File: config.mk
export PLATFORM = sky130hd
export DESIGN_NAME = system_reset_and_watchdog
export DESIGN_NICKNAME = d
export VERILOG_FILES = /design/src/core/reset_wdog_pkg.sv /design/src/core/system_reset_and_watchdog.sv
export SDC_FILE = /design/constraint.sdc
export NUM_CORES = 1
export LEC_CHECK = 0
export ABC_CLOCK_PERIOD_IN_PS = 4550
export BUFFER_PORTS_ARGS = -buffer_cell sky130_fd_sc_hd__buf_2
export CORE_MARGIN = 8
export CORE_UTILIZATION = 25
export DETAILED_ROUTE_END_ITERATION = 16
export PLACE_DENSITY = 0.54
export SETUP_SLACK_MARGIN = 0.4
export SLEW_MARGIN = 5
export SYNTH_ARGS = -nofsm -noshare
export SYNTH_HDL_FRONTEND = slang
export SYNTH_SLANG_ARGS = --single-unit
File: constraint.sdc
create_clock -name ref_clk -period 4.55 [get_ports ref_clk]
set_input_delay 0.91 -clock ref_clk [delete_from_list [all_inputs] [get_ports ref_clk]]
set_output_delay 0.91 -clock ref_clk [all_outputs]
set_load 0.02 [all_outputs]
File: src/core/reset_wdog_pkg.sv
package reset_wdog_pkg;

  // bus map, byte addresses of aligned words
  localparam logic [7:0] WATCHDOG_CONTROL_STATUS_ADDR = 8'h00;
  localparam logic [7:0] RESET_CAUSE_ADDR             = 8'h04;
  localparam logic [7:0] RESET_CONTROL_ADDR           = 8'h08;
  localparam logic [7:0] STATUS_ADDR                  = 8'h0C;

  // watchdog_control_status field positions
  localparam int WDOG_IRQ_FLAG_BIT  = 7;
  localparam int WDOG_IRQ_EN_BIT    = 6;
  localparam int WDOG_PRESC_HI_BIT  = 5;
  localparam int WDOG_CHG_EN_BIT    = 4;
  localparam int WDOG_RST_EN_BIT    = 3;
  localparam int WDOG_PRESC_LO_MSB  = 2;

  // reset cause field positions
  localparam int CAUSE_SCAN_BIT     = 4;
  localparam int CAUSE_WDOG_BIT     = 3;
  localparam int CAUSE_BROWNOUT_BIT = 2;
  localparam int CAUSE_PIN_BIT      = 1;
  localparam int CAUSE_POWERON_BIT  = 0;

  localparam logic [7:0] WDOG_CTRL_RESET  = 8'h00;
  localparam logic [4:0] CAUSE_RESET      = 5'h00;
  localparam logic [1:0] BOOT_CTRL_RESET  = 2'h0;

  // timing
  localparam int REF_CLK_HZ         = 25000000;
  localparam int WDOG_OSC_HZ        = 128000;
  localparam int CHANGE_WINDOW_CYC  = 4;
  // watchdog 2K osc cycles is 16 ms; index n up to 9 gives 2K << n, higher codes give 2K << 9
  localparam int WDOG_BASE_OSC_CYC  = 2048;
  localparam int WDOG_MAX_SELECT    = 9;

  typedef struct packed {
    logic        poweron;
    logic        pin;
    logic        brownout;
    logic        wdog;
    logic        scan;
  } reset_src_t;

  typedef struct packed {
    logic        irqFlag;
    logic        irqEn;
    logic        chgEn;
    logic        rstEn;
    logic [3:0]  presc;
  } wdog_ctrl_t;

endpackage : reset_wdog_pkg

File: src/core/system_reset_and_watchdog.sv
// Decided for this implementation: the register offsets and the Wishbone slave port.
`timescale 1ns/10ps
module system_reset_and_watchdog
  import reset_wdog_pkg::*;
#(
  parameter int DELAY_CYC      = 1024,
  parameter int BOD_FILTER_CYC = 50,
  parameter int OSC_DIV        = REF_CLK_HZ / WDOG_OSC_HZ
) (
  input  wire logic        ref_clk,
  input  wire logic        srst,
  input  wire logic        powerGood,
  input  wire logic        resetPinN,
  input  wire logic        brownoutLow,
  input  wire logic        scanResetBit,
  input  wire logic        pin_reset_disable_fuse,
  input  wire logic        watchdog_always_on_fuse,
  input  wire logic        brownoutEnableFuse,
  input  wire logic        comparator_bandgap_select,
  input  wire logic        converterEnable,
  input  wire logic        watchdogRestart,
  input  wire logic        wdogVectorAck,
  input  wire logic        wb_cyc_i,
  input  wire logic        wb_stb_i,
  input  wire logic        wb_we_i,
  input  wire logic [7:0]  wb_adr_i,
  input  wire logic [3:0]  wb_sel_i,
  input  wire logic [31:0] wb_dat_i,
  output logic      [31:0] wb_dat_o,
  output logic             wb_ack_o,
  output logic             portResetN,
  output logic             internalReset,
  output logic             resetVectorStart,
  output logic             wdogIrq,
  output logic             bandgapEnable
);

  localparam int DW = $clog2(DELAY_CYC + 1);
  localparam int BW = $clog2(BOD_FILTER_CYC + 1);
  localparam int OW = $clog2(OSC_DIV + 1);
  localparam int WW = 21;

  typedef enum {RUNNING, HOLDING, STRETCHING} seq_state_t;

  // watchdog limit in osc cycles for a prescaler code
  function automatic logic [WW-1:0] wdogLimit(input logic [3:0] sel);
    logic [3:0] s;
    s = (sel > 4'(WDOG_MAX_SELECT)) ? 4'(WDOG_MAX_SELECT) : sel;
    wdogLimit = WW'(WDOG_BASE_OSC_CYC) << s;
  endfunction : wdogLimit

  ////////////////////////////////////////////////////////////////////
  // pin synchronisers: three stages, change counts when 2 and 3 agree
  logic [2:0]  pinSync_ff;
  logic [2:0]  bodSync_ff;
  logic [2:0]  pgSync_ff;
  logic [2:0]  scanSync_ff;
  logic        pinLow_ff;
  logic        bodRaw_ff;
  logic        pgOk_ff;
  logic        scanHeld_ff;

  always_ff @(posedge ref_clk) begin
    pinSync_ff  <= {pinSync_ff[1:0], ~resetPinN};
    bodSync_ff  <= {bodSync_ff[1:0], brownoutLow};
    pgSync_ff   <= {pgSync_ff[1:0], powerGood};
    scanSync_ff <= {scanSync_ff[1:0], scanResetBit};
  end

  always_ff @(posedge ref_clk) begin
    if (srst) begin
      pinLow_ff   <= 1'b0;
      bodRaw_ff   <= 1'b0;
      pgOk_ff     <= 1'b0;
      scanHeld_ff <= 1'b0;
    end else begin
      if (pinSync_ff[2] == pinSync_ff[1]) pinLow_ff <= pinSync_ff[2];
      if (bodSync_ff[2] == bodSync_ff[1]) bodRaw_ff <= bodSync_ff[2];
      if (pgSync_ff[2] == pgSync_ff[1]) pgOk_ff <= pgSync_ff[2];
      if (scanSync_ff[2] == scanSync_ff[1]) scanHeld_ff <= scanSync_ff[2];
    end
  end

  ////////////////////////////////////////////////////////////////////
  // brown-out filter: short dips reach the raw portResetN path but never the internal reset sources
  logic [BW-1:0] bodCnt_ff;
  logic          bodLow_ff;

  always_ff @(posedge ref_clk) begin
    if (srst) begin
      bodCnt_ff <= '0;
      bodLow_ff <= 1'b0;
    end else if (!bodRaw_ff) begin
      bodCnt_ff <= '0;
      bodLow_ff <= 1'b0;
    end else if (bodCnt_ff >= BW'(BOD_FILTER_CYC)) begin
      bodLow_ff <= 1'b1;
    end else begin
      bodCnt_ff <= bodCnt_ff + 1'b1;
    end
  end

  ////////////////////////////////////////////////////////////////////
  // reset tree
  reset_src_t src;
  logic       wdogPulse_ff;
  logic       anySource;

  always_comb begin
    src.poweron  = ~pgOk_ff;
    src.pin      = pinLow_ff & ~pin_reset_disable_fuse;
    src.brownout = bodLow_ff & brownoutEnableFuse;
    src.wdog     = wdogPulse_ff;
    src.scan     = scanHeld_ff;
    anySource    = |src;
  end

  // raw asynchronous path for the port pins; only the watchdog term (wdogPulse_ff) is clocked
  assign portResetN = ~(srst | ~powerGood | (~resetPinN & ~pin_reset_disable_fuse)
                        | (brownoutLow & brownoutEnableFuse) | scanResetBit
                        | wdogPulse_ff);

  seq_state_t    state_ff;
  logic [DW-1:0] delay_ff;

  always_ff @(posedge ref_clk) begin
    if (srst) begin
      state_ff <= HOLDING;
      delay_ff <= '0;
    end else begin
      case (state_ff)
        RUNNING: begin
          if (anySource) state_ff <= HOLDING;
        end
        HOLDING: begin
          delay_ff <= '0;
          if (!anySource) state_ff <= STRETCHING;
        end
        STRETCHING: begin
          if (anySource) begin
            state_ff <= HOLDING;
          end else if (delay_ff >= DW'(DELAY_CYC - 1)) begin
            state_ff <= RUNNING;
          end else begin
            delay_ff <= delay_ff + 1'b1;
          end
        end
        default: state_ff <= HOLDING;
      endcase
    end
  end

  logic runPrev_ff;
  always_ff @(posedge ref_clk) begin
    if (srst) runPrev_ff <= 1'b0;
    else runPrev_ff <= (state_ff == RUNNING);
  end

  // core restarts at vector on first running cycle
  assign internalReset    = (state_ff != RUNNING) | anySource;
  assign resetVectorStart = (state_ff == RUNNING) & ~runPrev_ff;
  assign bandgapEnable    = brownoutEnableFuse | comparator_bandgap_select
                            | converterEnable;

  ////////////////////////////////////////////////////////////////////
  // watchdog oscillator enable and counter; no sleep input by design
  logic [OW-1:0] oscDiv_ff;
  logic          oscTick;
  logic [WW-1:0] wdogCnt_ff;
  wdog_ctrl_t    ctrl_ff;
  logic          wdogOn;
  logic          expire;
  logic          effRstEn;
  logic          effIrqEn;
  logic [4:0]    cause_ff;

  assign oscTick = (oscDiv_ff == OW'(OSC_DIV - 1));

  always_ff @(posedge ref_clk) begin
    if (srst) oscDiv_ff <= '0;
    else if (oscTick) oscDiv_ff <= '0;
    else oscDiv_ff <= oscDiv_ff + 1'b1;
  end

  assign effRstEn = watchdog_always_on_fuse | ctrl_ff.rstEn
                    | cause_ff[CAUSE_WDOG_BIT];
  assign effIrqEn = ctrl_ff.irqEn & ~watchdog_always_on_fuse;
  assign wdogOn   = effRstEn | effIrqEn;
  assign expire   = wdogOn & oscTick
                    & (wdogCnt_ff >= wdogLimit(ctrl_ff.presc) - 1'b1);

  always_ff @(posedge ref_clk) begin
    if (srst || watchdogRestart || !wdogOn || internalReset) begin
      wdogCnt_ff <= '0;
    end else if (oscTick) begin
      wdogCnt_ff <= expire ? '0 : wdogCnt_ff + 1'b1;
    end
  end

  // reset fires when reset enabled and interrupt not enabled
  always_ff @(posedge ref_clk) begin
    if (srst) wdogPulse_ff <= 1'b0;
    else wdogPulse_ff <= expire & effRstEn & ~effIrqEn;
  end

  ////////////////////////////////////////////////////////////////////
  // register bus
  logic       busReq;
  logic       wrCtrl;
  logic       wrCause;
  logic [7:0] wrByte;
  logic [2:0] chgWin_ff;
  logic       winOpen;
  logic [1:0] bootCtrl_ff;

  assign busReq  = wb_cyc_i & wb_stb_i & ~wb_ack_o;
  assign wrByte  = wb_dat_i[7:0];
  assign wrCtrl  = busReq & wb_we_i & wb_sel_i[0]
                   & (wb_adr_i == WATCHDOG_CONTROL_STATUS_ADDR);
  assign wrCause = busReq & wb_we_i & wb_sel_i[0] & (wb_adr_i == RESET_CAUSE_ADDR);
  assign winOpen = ctrl_ff.chgEn;

  always_ff @(posedge ref_clk) begin
    if (srst) wb_ack_o <= 1'b0;
    else wb_ack_o <= busReq;
  end

  always_ff @(posedge ref_clk) begin
    if (srst) begin
      ctrl_ff   <= WDOG_CTRL_RESET;
      chgWin_ff <= '0;
    end else begin
      // interrupt flag: hardware set wins over clear
      if (expire && effIrqEn) begin
        ctrl_ff.irqFlag <= 1'b1;
      end else if (wdogVectorAck) begin
        ctrl_ff.irqFlag <= 1'b0;
      end else if (wrCtrl && wrByte[WDOG_IRQ_FLAG_BIT]) begin
        ctrl_ff.irqFlag <= 1'b0;
      end
      if (wdogVectorAck && effRstEn) begin
        ctrl_ff.irqEn <= 1'b0;
      end else if (wrCtrl) begin
        ctrl_ff.irqEn <= wrByte[WDOG_IRQ_EN_BIT];
      end
      if (wrCtrl && wrByte[WDOG_CHG_EN_BIT] && wrByte[WDOG_RST_EN_BIT]) begin
        ctrl_ff.chgEn <= 1'b1;
        ctrl_ff.rstEn <= 1'b1;
        chgWin_ff     <= 3'(CHANGE_WINDOW_CYC);
      end else if (wrCtrl && winOpen && !wrByte[WDOG_CHG_EN_BIT]) begin
        ctrl_ff.rstEn <= wrByte[WDOG_RST_EN_BIT];
        ctrl_ff.presc <= {wrByte[WDOG_PRESC_HI_BIT], wrByte[WDOG_PRESC_LO_MSB:0]};
        ctrl_ff.chgEn <= 1'b0;
        chgWin_ff     <= '0;
      end else begin
        if (wrCtrl && wrByte[WDOG_RST_EN_BIT]) ctrl_ff.rstEn <= 1'b1;
        if (chgWin_ff == 3'h1) ctrl_ff.chgEn <= 1'b0;
        if (chgWin_ff != 3'h0) chgWin_ff <= chgWin_ff - 3'h1;
      end
    end
  end

  // cause flags: power-on clears the rest; hardware set beats clear
  always_ff @(posedge ref_clk) begin
    if (srst) begin
      cause_ff <= CAUSE_RESET;
    end else if (src.poweron) begin
      cause_ff <= 5'h01;
    end else begin
      cause_ff[CAUSE_POWERON_BIT]  <= cause_ff[CAUSE_POWERON_BIT]
                                    & ~(wrCause & ~wrByte[CAUSE_POWERON_BIT]);
      cause_ff[CAUSE_PIN_BIT]      <= src.pin | (cause_ff[CAUSE_PIN_BIT]
                                    & ~(wrCause & ~wrByte[CAUSE_PIN_BIT]));
      cause_ff[CAUSE_BROWNOUT_BIT] <= src.brownout | (cause_ff[CAUSE_BROWNOUT_BIT]
                                    & ~(wrCause & ~wrByte[CAUSE_BROWNOUT_BIT]));
      cause_ff[CAUSE_WDOG_BIT]     <= src.wdog | (cause_ff[CAUSE_WDOG_BIT]
                                    & ~(wrCause & ~wrByte[CAUSE_WDOG_BIT]));
      cause_ff[CAUSE_SCAN_BIT]     <= src.scan | (cause_ff[CAUSE_SCAN_BIT]
                                    & ~(wrCause & ~wrByte[CAUSE_SCAN_BIT]));
    end
  end

  always_ff @(posedge ref_clk) begin
    if (srst) bootCtrl_ff <= BOOT_CTRL_RESET;
    else if (busReq && wb_we_i && wb_sel_i[0] && wb_adr_i == RESET_CONTROL_ADDR)
      bootCtrl_ff <= wrByte[1:0];
  end

  always_ff @(posedge ref_clk) begin
    if (srst) begin
      wb_dat_o <= '0;
    end else if (busReq && !wb_we_i) begin
      case (wb_adr_i)
        WATCHDOG_CONTROL_STATUS_ADDR:
          wb_dat_o <= {24'h000000, ctrl_ff.irqFlag, effIrqEn, ctrl_ff.presc[3],
                       ctrl_ff.chgEn, effRstEn, ctrl_ff.presc[2:0]};
        RESET_CAUSE_ADDR:   wb_dat_o <= {27'h0000000, cause_ff};
        RESET_CONTROL_ADDR: wb_dat_o <= {30'h00000000, bootCtrl_ff};
        STATUS_ADDR:        wb_dat_o <= {29'h00000000, bandgapEnable, wdogOn,
                                         internalReset};
        default:            wb_dat_o <= '0;
      endcase
    end
  end

  // interrupt only when enabled; wakes from sleep as a plain level
  assign wdogIrq = ctrl_ff.irqFlag & effIrqEn;

endmodule : system_reset_and_watchdog

# After elaboration in Yosys (flattened, before gate mapping)

Index checks and enable logic that the tools add are counted.

Latch bits: 0
Logic and storage cells: 177
Memories kept: 0
Register bits: 148
Memory bits (read-only): 0
Input bits: 60
Output and inout port bits: 38
Bits in writable memories: 0

$mul: 0
Shift operators: 1
Equality and inequality tests: 16
Bitwise logic cells: 63
Divide/modulo/power cells: 0
Mux-type cells: 22
Add/sub/neg operators: 6
$lt $le $gt $ge: 4
Reductions and logical operators: 37

Operators by type and width:

| kind                                                                     | number |
|---|---|
| 32-bit 2-to-1 mux                                                        | 4 |
| 32-bit one-hot mux with 3 select lines                                   | 1 |
| 32-bit zero test                                                         | 2 |
| 32-bit by 1-bit == test with 1-bit output (second input constant)        | 1 |
| 32-bit by 2-bit == test with 1-bit output (second input constant)        | 1 |
| 8-bit one-hot mux with 4 select lines                                    | 1 |
| 32-bit nonzero test                                                      | 1 |
| 1-bit bitwise AND                                                        | 27 |
| 11-bit 2-to-1 mux                                                        | 2 |
| 11-bit one-hot mux with 2 select lines                                   | 1 |
| 21-bit by 1-bit adder with 21-bit output (second input constant)         | 1 |
| 21-bit >= comparator                                                     | 1 |
| 21-bit 2-to-1 mux                                                        | 1 |
| 1-bit inverter                                                           | 21 |
| 12-bit by 4-bit left shift with 21-bit output (first input constant)     | 1 |
| 21-bit by 1-bit subtractor with 21-bit output (second input constant)    | 1 |
| 8-bit by 4-bit == test with 1-bit output (second input constant)         | 2 |
| 1-bit bitwise OR                                                         | 15 |
| 3-bit nonzero test                                                       | 5 |
| 1-bit logical AND                                                        | 12 |
| 11-bit by 1-bit adder with 11-bit output (second input constant)         | 1 |
| 11-bit by 10-bit >= comparator with 1-bit output (second input constant) | 1 |
| 3-bit 2-to-1 mux                                                         | 3 |
| 8-bit by 1-bit adder with 8-bit output (second input constant)           | 1 |
| 22 further kinds                                                         | 42 |

# Depth between registers and ports, before layout

Gate-level depths: netlist of the first run.

Depth after elaboration: 9
Gate-level depth with buffers: 14
Depth with buffers taken out: 12

# Least setup slack after synthesis of the first run

Ideal clock, no wire load.

Path type: register to register
Start point: reg ctrl_ff[0] in the netlist's numbering
End point: reg ctrl_ff[7] in the netlist's numbering
Data required time: 4.434 ns
Slack: 1.522 ns
Cell stages (with the launch flop): 13
Data arrival time: 2.911 ns
Buffers on the path: 2
Clock period less this slack: 3.028 ns
Library setup time: 0.116 ns
Path through: dfxtp_1 > clkbuf_1 > or4_1 > ha_1 > a21o_1 > a32oi_1 > ha_1 > nand4_1 > nor2_1 > a221oi_1 > a21oi_1 > clkbuf_1 > a31o_2

Longest elaborated chain between the ends: 8
Elaborated cells between the ends (all ways): 9
Classes of those cells: add/sub (1); order compare (2); shift (1); mux (2); bitwise (1); reduce/logical (2)

RTL lines:

| element                                                          | line                             | source |
|---|---|---|
| start: declaration                                               | system_reset_and_watchdog.sv:170 | `wdog_ctrl_t ctrl_ff;` |
| 4-bit > comparator                                               | system_reset_and_watchdog.sv:48  | `s = (sel > 4'(WDOG_MAX_SELECT)) ? 4'(WDOG_MAX_SELECT) : sel;` |
| 4-bit 2-to-1 mux *                                               | system_reset_and_watchdog.sv:48  |  |
| 12-bit by 4-bit left shift with 21-bit output *                  | system_reset_and_watchdog.sv:49  | `wdogLimit = WW'(WDOG_BASE_OSC_CYC) << s;` |
| 21-bit by 1-bit subtractor with 21-bit output *                  | system_reset_and_watchdog.sv:190 | `& (wdogCnt_ff >= wdogLimit(ctrl_ff.presc) - 1'b1);` |
| 21-bit >= comparator *                                           | system_reset_and_watchdog.sv:190 |  |
| 1-bit bitwise AND *                                              | system_reset_and_watchdog.sv:190 |  |
| 1-bit logical AND *                                              | system_reset_and_watchdog.sv:234 | `if (expire && effIrqEn) begin` |
| 3-bit nonzero test (no line) or 1-bit 2-to-1 mux (tied branches) | -                                |  |

Mark *: on every way between the ends. The rest lies on a longest branch, timed or not.
A chain may end at the register's enable or synchronous reset.

# Final worst setup path of the first run

Start point: reg ctrl_ff[0] in the netlist's numbering
End point: reg wdogPulse_ff

Longest elaborated chain between the ends: 8

RTL lines:

| element                                         | line                             | source |
|---|---|---|
| 4-bit > comparator                              | system_reset_and_watchdog.sv:48  |  |
| 4-bit 2-to-1 mux *                              | system_reset_and_watchdog.sv:48  |  |
| 12-bit by 4-bit left shift with 21-bit output * | system_reset_and_watchdog.sv:49  |  |
| 21-bit by 1-bit subtractor with 21-bit output * | system_reset_and_watchdog.sv:190 |  |
| 21-bit >= comparator *                          | system_reset_and_watchdog.sv:190 |  |
| 1-bit bitwise AND *                             | system_reset_and_watchdog.sv:190 |  |
| 1-bit bitwise AND * (2 in a row)                | system_reset_and_watchdog.sv:203 | `else wdogPulse_ff <= expire & effRstEn & ~effIrqEn;` |
| end signal: assignment                          | system_reset_and_watchdog.sv:203 |  |
| end: declaration                                | system_reset_and_watchdog.sv:106 | `logic wdogPulse_ff;` |

Marked as above.

==> results of run 1 <==
synth_stat cells, types with 3 or more instances:
| cell type | number |
|---|---|
| or3_1 | 3 |
| o21ai_0 | 16 |
| nor3b_1 | 5 |
| or4_1 | 3 |
| nand4_1 | 9 |
| mux2i_1 | 8 |
| clkbuf_1 | 13 |
| a21oi_1 | 36 |
| xor2_1 | 15 |
| and3_1 | 9 |
| and2_1 | 4 |
| nor3_1 | 40 |
| dfxtp_1 | 94 |
| nand2_1 | 43 |
| nand3_1 | 27 |
| buf_4 | 24 |
| nor2b_1 | 4 |
| nand4b_1 | 3 |
| ha_1 | 20 |
| nand2b_1 | 5 |
| nor2_1 | 42 |
| nand3b_1 | 3 |
| inv_1 | 15 |
| mux2_2 | 4 |
| a31o_2 | 3 |
| and4_1 | 5 |
| xnor2_1 | 20 |
routing by layer:
| metal | routed length [um] | vias up |
|---|---|---|
| li1 | - | 1842 |
| met1 | 5009 | 1620 |
| met2 | 4418 | 49 |
| met3 | 408 | 6 |
| met4 | 97 | 0 |
| met5 | 0 | - |
worst max-delay path, stage by stage (launching register included):
cell and delay [ns]:
dfxtp_1 0.39, or4_1 0.58, ha_1 0.26, nor3_1 0.15, a21o_1 0.11, a32oi_1 0.09
ha_1 0.29, nand4_1 0.11, nor2_1 0.20, nand4_1 0.18, a21oi_1 0.47, buf_4 0.32
nor4b_1 0.23
flip-flops by register name, indices dropped and copies added, names as in the netlist, 2 cells and up:
name,count
bodSync_ff,3
bodCnt_ff,6
delay_ff,11
ctrl_ff,7
chgWin_ff,3
pgSync_ff,3
wdogCnt_ff,21
cause_ff,5
wb_dat_o,8
bootCtrl_ff,2
state_ff,2
oscDiv_ff,8
pinSync_ff,3
scanSync_ff,3
logic make-up (layout without fill, tap and decap cells):
group,Yosys count,count (layout),share of synthesized area (%)
other,2,25,0.1667
buffers and inverters,55,78,6.611
adders and majority gates,20,20,5.556
DFF,94,94,41.78
xor gates and xnor gates,35,35,6.806
muxes,13,13,3.278
and+or+nand+nor,221,221,26.33
AOI/OAI and AO/OA,73,73,9.473
where the power goes:
group / switching, uW / internal (uW) / leakage (uW)
Clock: 307 / 397 / 0.000131
Combinational: 88.8 / 58.2 / 0.00104
Sequential: 13.9 / 846 / 0.000764
Total: 410 / 1300 / 0.00193
through the flow:
step                      hold WS [ns]  total power (uW)
final                           0.3275              1711
after global routing            0.3449              1790
after CTS                       0.3286              1738
after detailed placement        0.3136              1026
after global placement          0.3111              1026
after floorplan                 0.3096             999.7
layout make-up:
type | instances | area (um2)
fillers | 1892 | 12680
flip-flops and latches | 94 | 1882
well taps | 229 | 286.5
clock buffers | 12 | 256.5
inverters | 15 | 56.30
repair buffers | 48 | 245.2
clock inverters | 3 | 20.02
multi-input cells | 387 | 2411
path summary, 6_finish.rpt:
check	startpoint	slack (ns)	endpoint
worst min-delay path	pgSync_ff[0]	0.33	pgSync_ff[1]
worst min register to register	pgSync_ff[0]	0.33	pgSync_ff[1]
worst max-delay path	ctrl_ff[0]	1.06	wdogPulse_ff
worst max register to register	ctrl_ff[0]	1.06	wdogPulse_ff
==> impl_metrics.toml, run 1 <==
[cells_and_area]
area_growth_pct = 14.50
fin_cells = 788
final_common_cell = "dfxtp_1"
layout_common_cells = "94 x dfxtp_1, 46 x buf_2, 43 x nand2_1"
fin_util_pct = 28.91
antenna_cells = 0
final_area_um2 = 5157
nNetsFinal = 635
layout-drive-gt1-share_pct = 14.49

[timing]
setup_violations = 0
period_share_pct = 76.68
setup_slack_ns = 1.061
max_freq_mhz = 286.6
period_needed_ns = 3.489
worst_pin_slew_ns = 0.9578
finalHoldViolCount = 0
setup_tns_ns = 0
fin_skew_ns = 0.007928
maxSlewHeadroom_pct = 35.81
rsz0062_at_grt = "false"
drv_slew = 0

[critical_path]
r2r_cells = 12
cp-end-kind = "flip-flop"
worst-endpoint-arrival_ns = 3.73
critical_path.startpoint_type = "flip-flop"
cp.required_ns = 4.79
crit_type = "reg -> reg"
path_max_fanout = 16

[detailed_routing]
vias_per_cell = 4.463
via_count = 3517
wirelength_um = 9933
drt_pass1_iterations = 4
drc = 0
avgRoutedWirePerCell_um = 12.61
drt-initial-drc-count = 165
ant_nets = 0

[place]
gp_congestion = 0.7318
hpwl_um = 7412
port_buffers = 46
post-place-ws_ns = 1.037
dp.cells = 773
place_area_um2 = 4881

[synth]
syn_area_um2 = 4504
syn_avg_cell_area_um2 = 8.780
synth.largest_area_cell = "dfxtp_1"
ys_seq_area_share_pct = 41.78
yosysTopAreaCellShare_pct = 41.78
synth_cell_type_count = 57
synth-main-ff-cell = "dfxtp_1"
yosys_warnings = 0
synth_edf_count = 0
synth_seq_cells = 94
syn_inst = 513
ys_async_sr_fraction_pct = 0
ys_top_cells_by_area = "dfxtp_1 42%, ha_1 5.6%, nor3_1 4.4%"

[floorplanning]
die_height_um = 150.2
std_cell_rows = 49
ios = 98
initial_core_util_pct = 25.25
dieArea_um2 = 22570
coreArea_um2 = 17840
die_w_um = 150.2

[clock_network]
cts_buffers = 9
ctsResizeCount = 0
insertion_delay_ns = 0.34
postCtsHoldBufs = 0
cts_tree = "yes"
post_cts_buffers = 0
cts_htree_levels = 3
cts_buffer_depth = 2
clock_sinks = 94
clk_pin_slew_worst_paths_ns = 0.07
cts-root-buf = "clkbuf_16"

[hold_path]
hold_depth = 0
hold_path_class = "reg -> reg"

[global_route]
gr-max-usage-layer = "met2"
grt_overflow = 0
use_met2_pct = 13.94
antenna_found_initial = 0
grt_max_degree = 41
grt_pass1_wl_um = 16700
met3_usage_pct = 2.465
grt_use_met1_pct = 12.22
grt_pass1_vias = 3325
track_usage_pct = 9.190

[outcome]
status = "completed"

[run]
maxCapViolCount = 0

[power]
power.density_nw_per_um2 = 331.7
leakage_uw = 0.001932
vdd_ir_drop_max_mv = 0.1642
(Power assumes the default switching activity.)
==> run 2, diff against run 1 <==
--- a/config.mk
+++ b/config.mk
@@ -5,7 +5,8 @@
 export SDC_FILE = /design/constraint.sdc
 export NUM_CORES = 1
 export LEC_CHECK = 0
-export ABC_CLOCK_PERIOD_IN_PS = 4550
+export ABC_AREA = 1
+export ABC_CLOCK_PERIOD_IN_PS = 3650
 export BUFFER_PORTS_ARGS = -buffer_cell sky130_fd_sc_hd__buf_2
 export CORE_MARGIN = 8
 export CORE_UTILIZATION = 25
==> constraint.sdc (replaced) <==
create_clock -name ref_clk -period 3.65 [get_ports ref_clk]
set_input_delay 0.73 -clock ref_clk [delete_from_list [all_inputs] [get_ports ref_clk]]
set_output_delay 0.73 -clock ref_clk [all_outputs]
set_load 0.02 [all_outputs]
==> run 2 against run 1 <==
Hold slack about the same; count of clock-buffer cells in the layout down 3; first-iteration DRC count up 38%; routed wire length up 12%; sequential share of layout area down 2.6 points; critical path type unchanged; largest cell class unchanged; highest routed layer is now met5.
==> impl_metrics.toml, run 2 <==
[synth]
yosys.area_share.simple_pct = 30.60
syn_avg_cell_area_um2 = 7.260
yosysTopAreaCellShare_pct = 38.80
yosys.area_share.xor_xnor_pct = 3.612
ys_seq_area_share_pct = 38.80
yosys_warnings = 0
synthMuxAreaShare_pct = 0
synth.largest_area_cell = "dfxtp_1"
synth_top_family_by_area = "simple AND/OR/NAND/NOR gates"
synth_cell_type_count = 42
synth_seq_cells = 94
synth_compound_area_share_pct = 9.365
ys_async_sr_fraction_pct = 0
syn_inst = 668
ys_top_cells_by_area = "dfxtp_1 39%, nand2_1 10%, inv_1 6.9%"
syn_area_um2 = 4850
synth.most_common_cell = "nand2_1"
synthAdderAreaFrac_pct = 5.160
ys_top_cells_by_count = "129 x nand2_1, 94 x dfxtp_1, 89 x inv_1"
synth-main-ff-cell = "dfxtp_1"
synth_edf_count = 0

[place]
dp.cells = 972
hpwl_um = 8573
post-place-ws_ns = 1.206
port_buffers = 46
gp_congestion = 0.7407

[clock_network]
cts_buffers = 9
clock_sinks = 94
cts_buffer_depth = 2
postCtsHoldBufs = 0
insertion_delay_ns = 0.35
cts_tree = "yes"
post_cts_buffers = 0
cts_htree_levels = 3
ctsResizeCount = 0
clk_pin_slew_worst_paths_ns = 0.07
cts-root-buf = "clkbuf_16"

[cells_and_area]
regMostFlops = "wdogCnt_ff"
area_growth_pct = 14.63
fin_util_pct = 28.85
nNetsFinal = 798
layout_common_cells = "129 x nand2_1, 94 x dfxtp_1, 89 x inv_1"
reg_top3 = "wdogCnt_ff: 21 flops, delay_ff: 11 flops"
fin_cells = 990
layout-drive-gt1-share_pct = 13.97
final_common_cell = "nand2_1"
largest_reg_flops = 21

[global_route]
track_usage_pct = 9.483
gr-max-usage-layer = "met2"
grt_overflow = 0
met3_usage_pct = 3.745
grt_pass1_wl_um = 18160
grt_pass1_vias = 3670
grt_max_degree = 26
antenna_found_initial = 7
grt_use_met1_pct = 12.14
use_met2_pct = 13.86

[critical_path]
path_max_fanout = 17
worst-endpoint-arrival_ns = 2.66
cp_slowest_cell = "dfxtp_1"
cpPeakStageDelay_ns = 0.42
cp.required_ns = 3.89
critical_path.startpoint_type = "flip-flop"
crit_family = "simple AND/OR/NAND/NOR gates"
critPathBufInv = 1
cp_cell_sequence = "inv_1 > nand3_1 > ha_1 > nand3_1 > xor2_1 > ha_1 > nand2_1 > nor2_1 > nand2_1 > nor2_1 > nand2_1 > nand2_2 > nand2_2 > nand2_4 > nor2_1"
crit_type = "reg -> reg"
cp-end-kind = "flip-flop"

[power]
power.density_nw_per_um2 = 388.9
leakage_uw = 0.002307
vdd_ir_drop_max_mv = 0.1893

[hold_path]
hold_path_class = "reg -> reg"

[timing]
whs_ns = 0.3279
drv_slew = 0
finalHoldViolCount = 0
period_needed_ns = 2.422
rsz0062_at_grt = "false"
max_freq_mhz = 412.8
fin_skew_ns = 0.007684
setup_violations = 0
period_share_pct = 66.36
setup_tns_ns = 0
setup_slack_ns = 1.228

[detailed_routing]
via_count = 4024
wirelength_um = 11080
drt_pass1_iterations = 4
drt-initial-drc-count = 227
avgRoutedWirePerCell_um = 11.20
ant_nets = 0
vias_per_cell = 4.065
drc = 0

[floorplanning]
die_height_um = 155.3
std_cell_rows = 51
ios = 98
initial_core_util_pct = 25.17
die_w_um = 155.3
dieArea_um2 = 24110
coreArea_um2 = 19270

[outcome]
status = "completed"

[run]
maxCapViolCount = 0
-- run 2: report_power, final --
group / leakage (uW) / internal (uW) / switching (uW)
clock network: 0.000139 / 470 / 434
logic: 0.00140 / 63.5 / 124
registers: 0.000764 / 1050 / 15.5
total: 0.00231 / 1590 / 573
-- run 2: kinds of logic (layout without fill, tap and decap cells) --
family,Yosys count,count (layout)
DFF,94,94
and+or+nand+nor,319,319
buffers and inverters,126,158
adders and majority gates,20,20
other,2,27
AOI/OAI and AO/OA,87,87
xor gates and xnor gates,20,20
-- run 2: final cells by class --
cell class / instances / area, um2
clock inverters: 7 / 60.06
diodes: 2 / 5.005
fillers: 2154 / 13710
multi-input cells: 471 / 2457
clock buffers: 9 / 225.2
repair buffers: 48 / 245.2
well taps: 265 / 331.6
inverters: 94 / 352.8
flip-flops and latches: 94 / 1882
-- run 2: metal layers --
metal	wire length (um)	part of all wire, %	vias to the layer above
met4	195	1.8	10
met1	5420	49	1740
met5	68	0.61	-
met2	4506	41	74
li1	-	-	2178
met3	894	8.1	22
-- run 2: path summary, 6_finish.rpt --
check | startpoint | endpoint | slack, ns | depth (start not counted)
max | ctrl_ff[3] | wdogCnt_ff[15] | 1.23 | 15
min | pinSync_ff[0] | pinSync_ff[1] | 0.33 | 0
max reg2reg | ctrl_ff[3] | wdogCnt_ff[15] | 1.23 | 15
min reg2reg | pinSync_ff[0] | pinSync_ff[1] | 0.33 | 0
-- run 2: metrics by stage --
stage | total power, uW | cell area [um2]
after detailed placement | 1281 | 5269
after CTS | 2198 | 5554
after global placement | 1281 | 5269
final | 2162 | 5559
after floorplan | 1249 | 4936
after global routing | 2279 | 5557
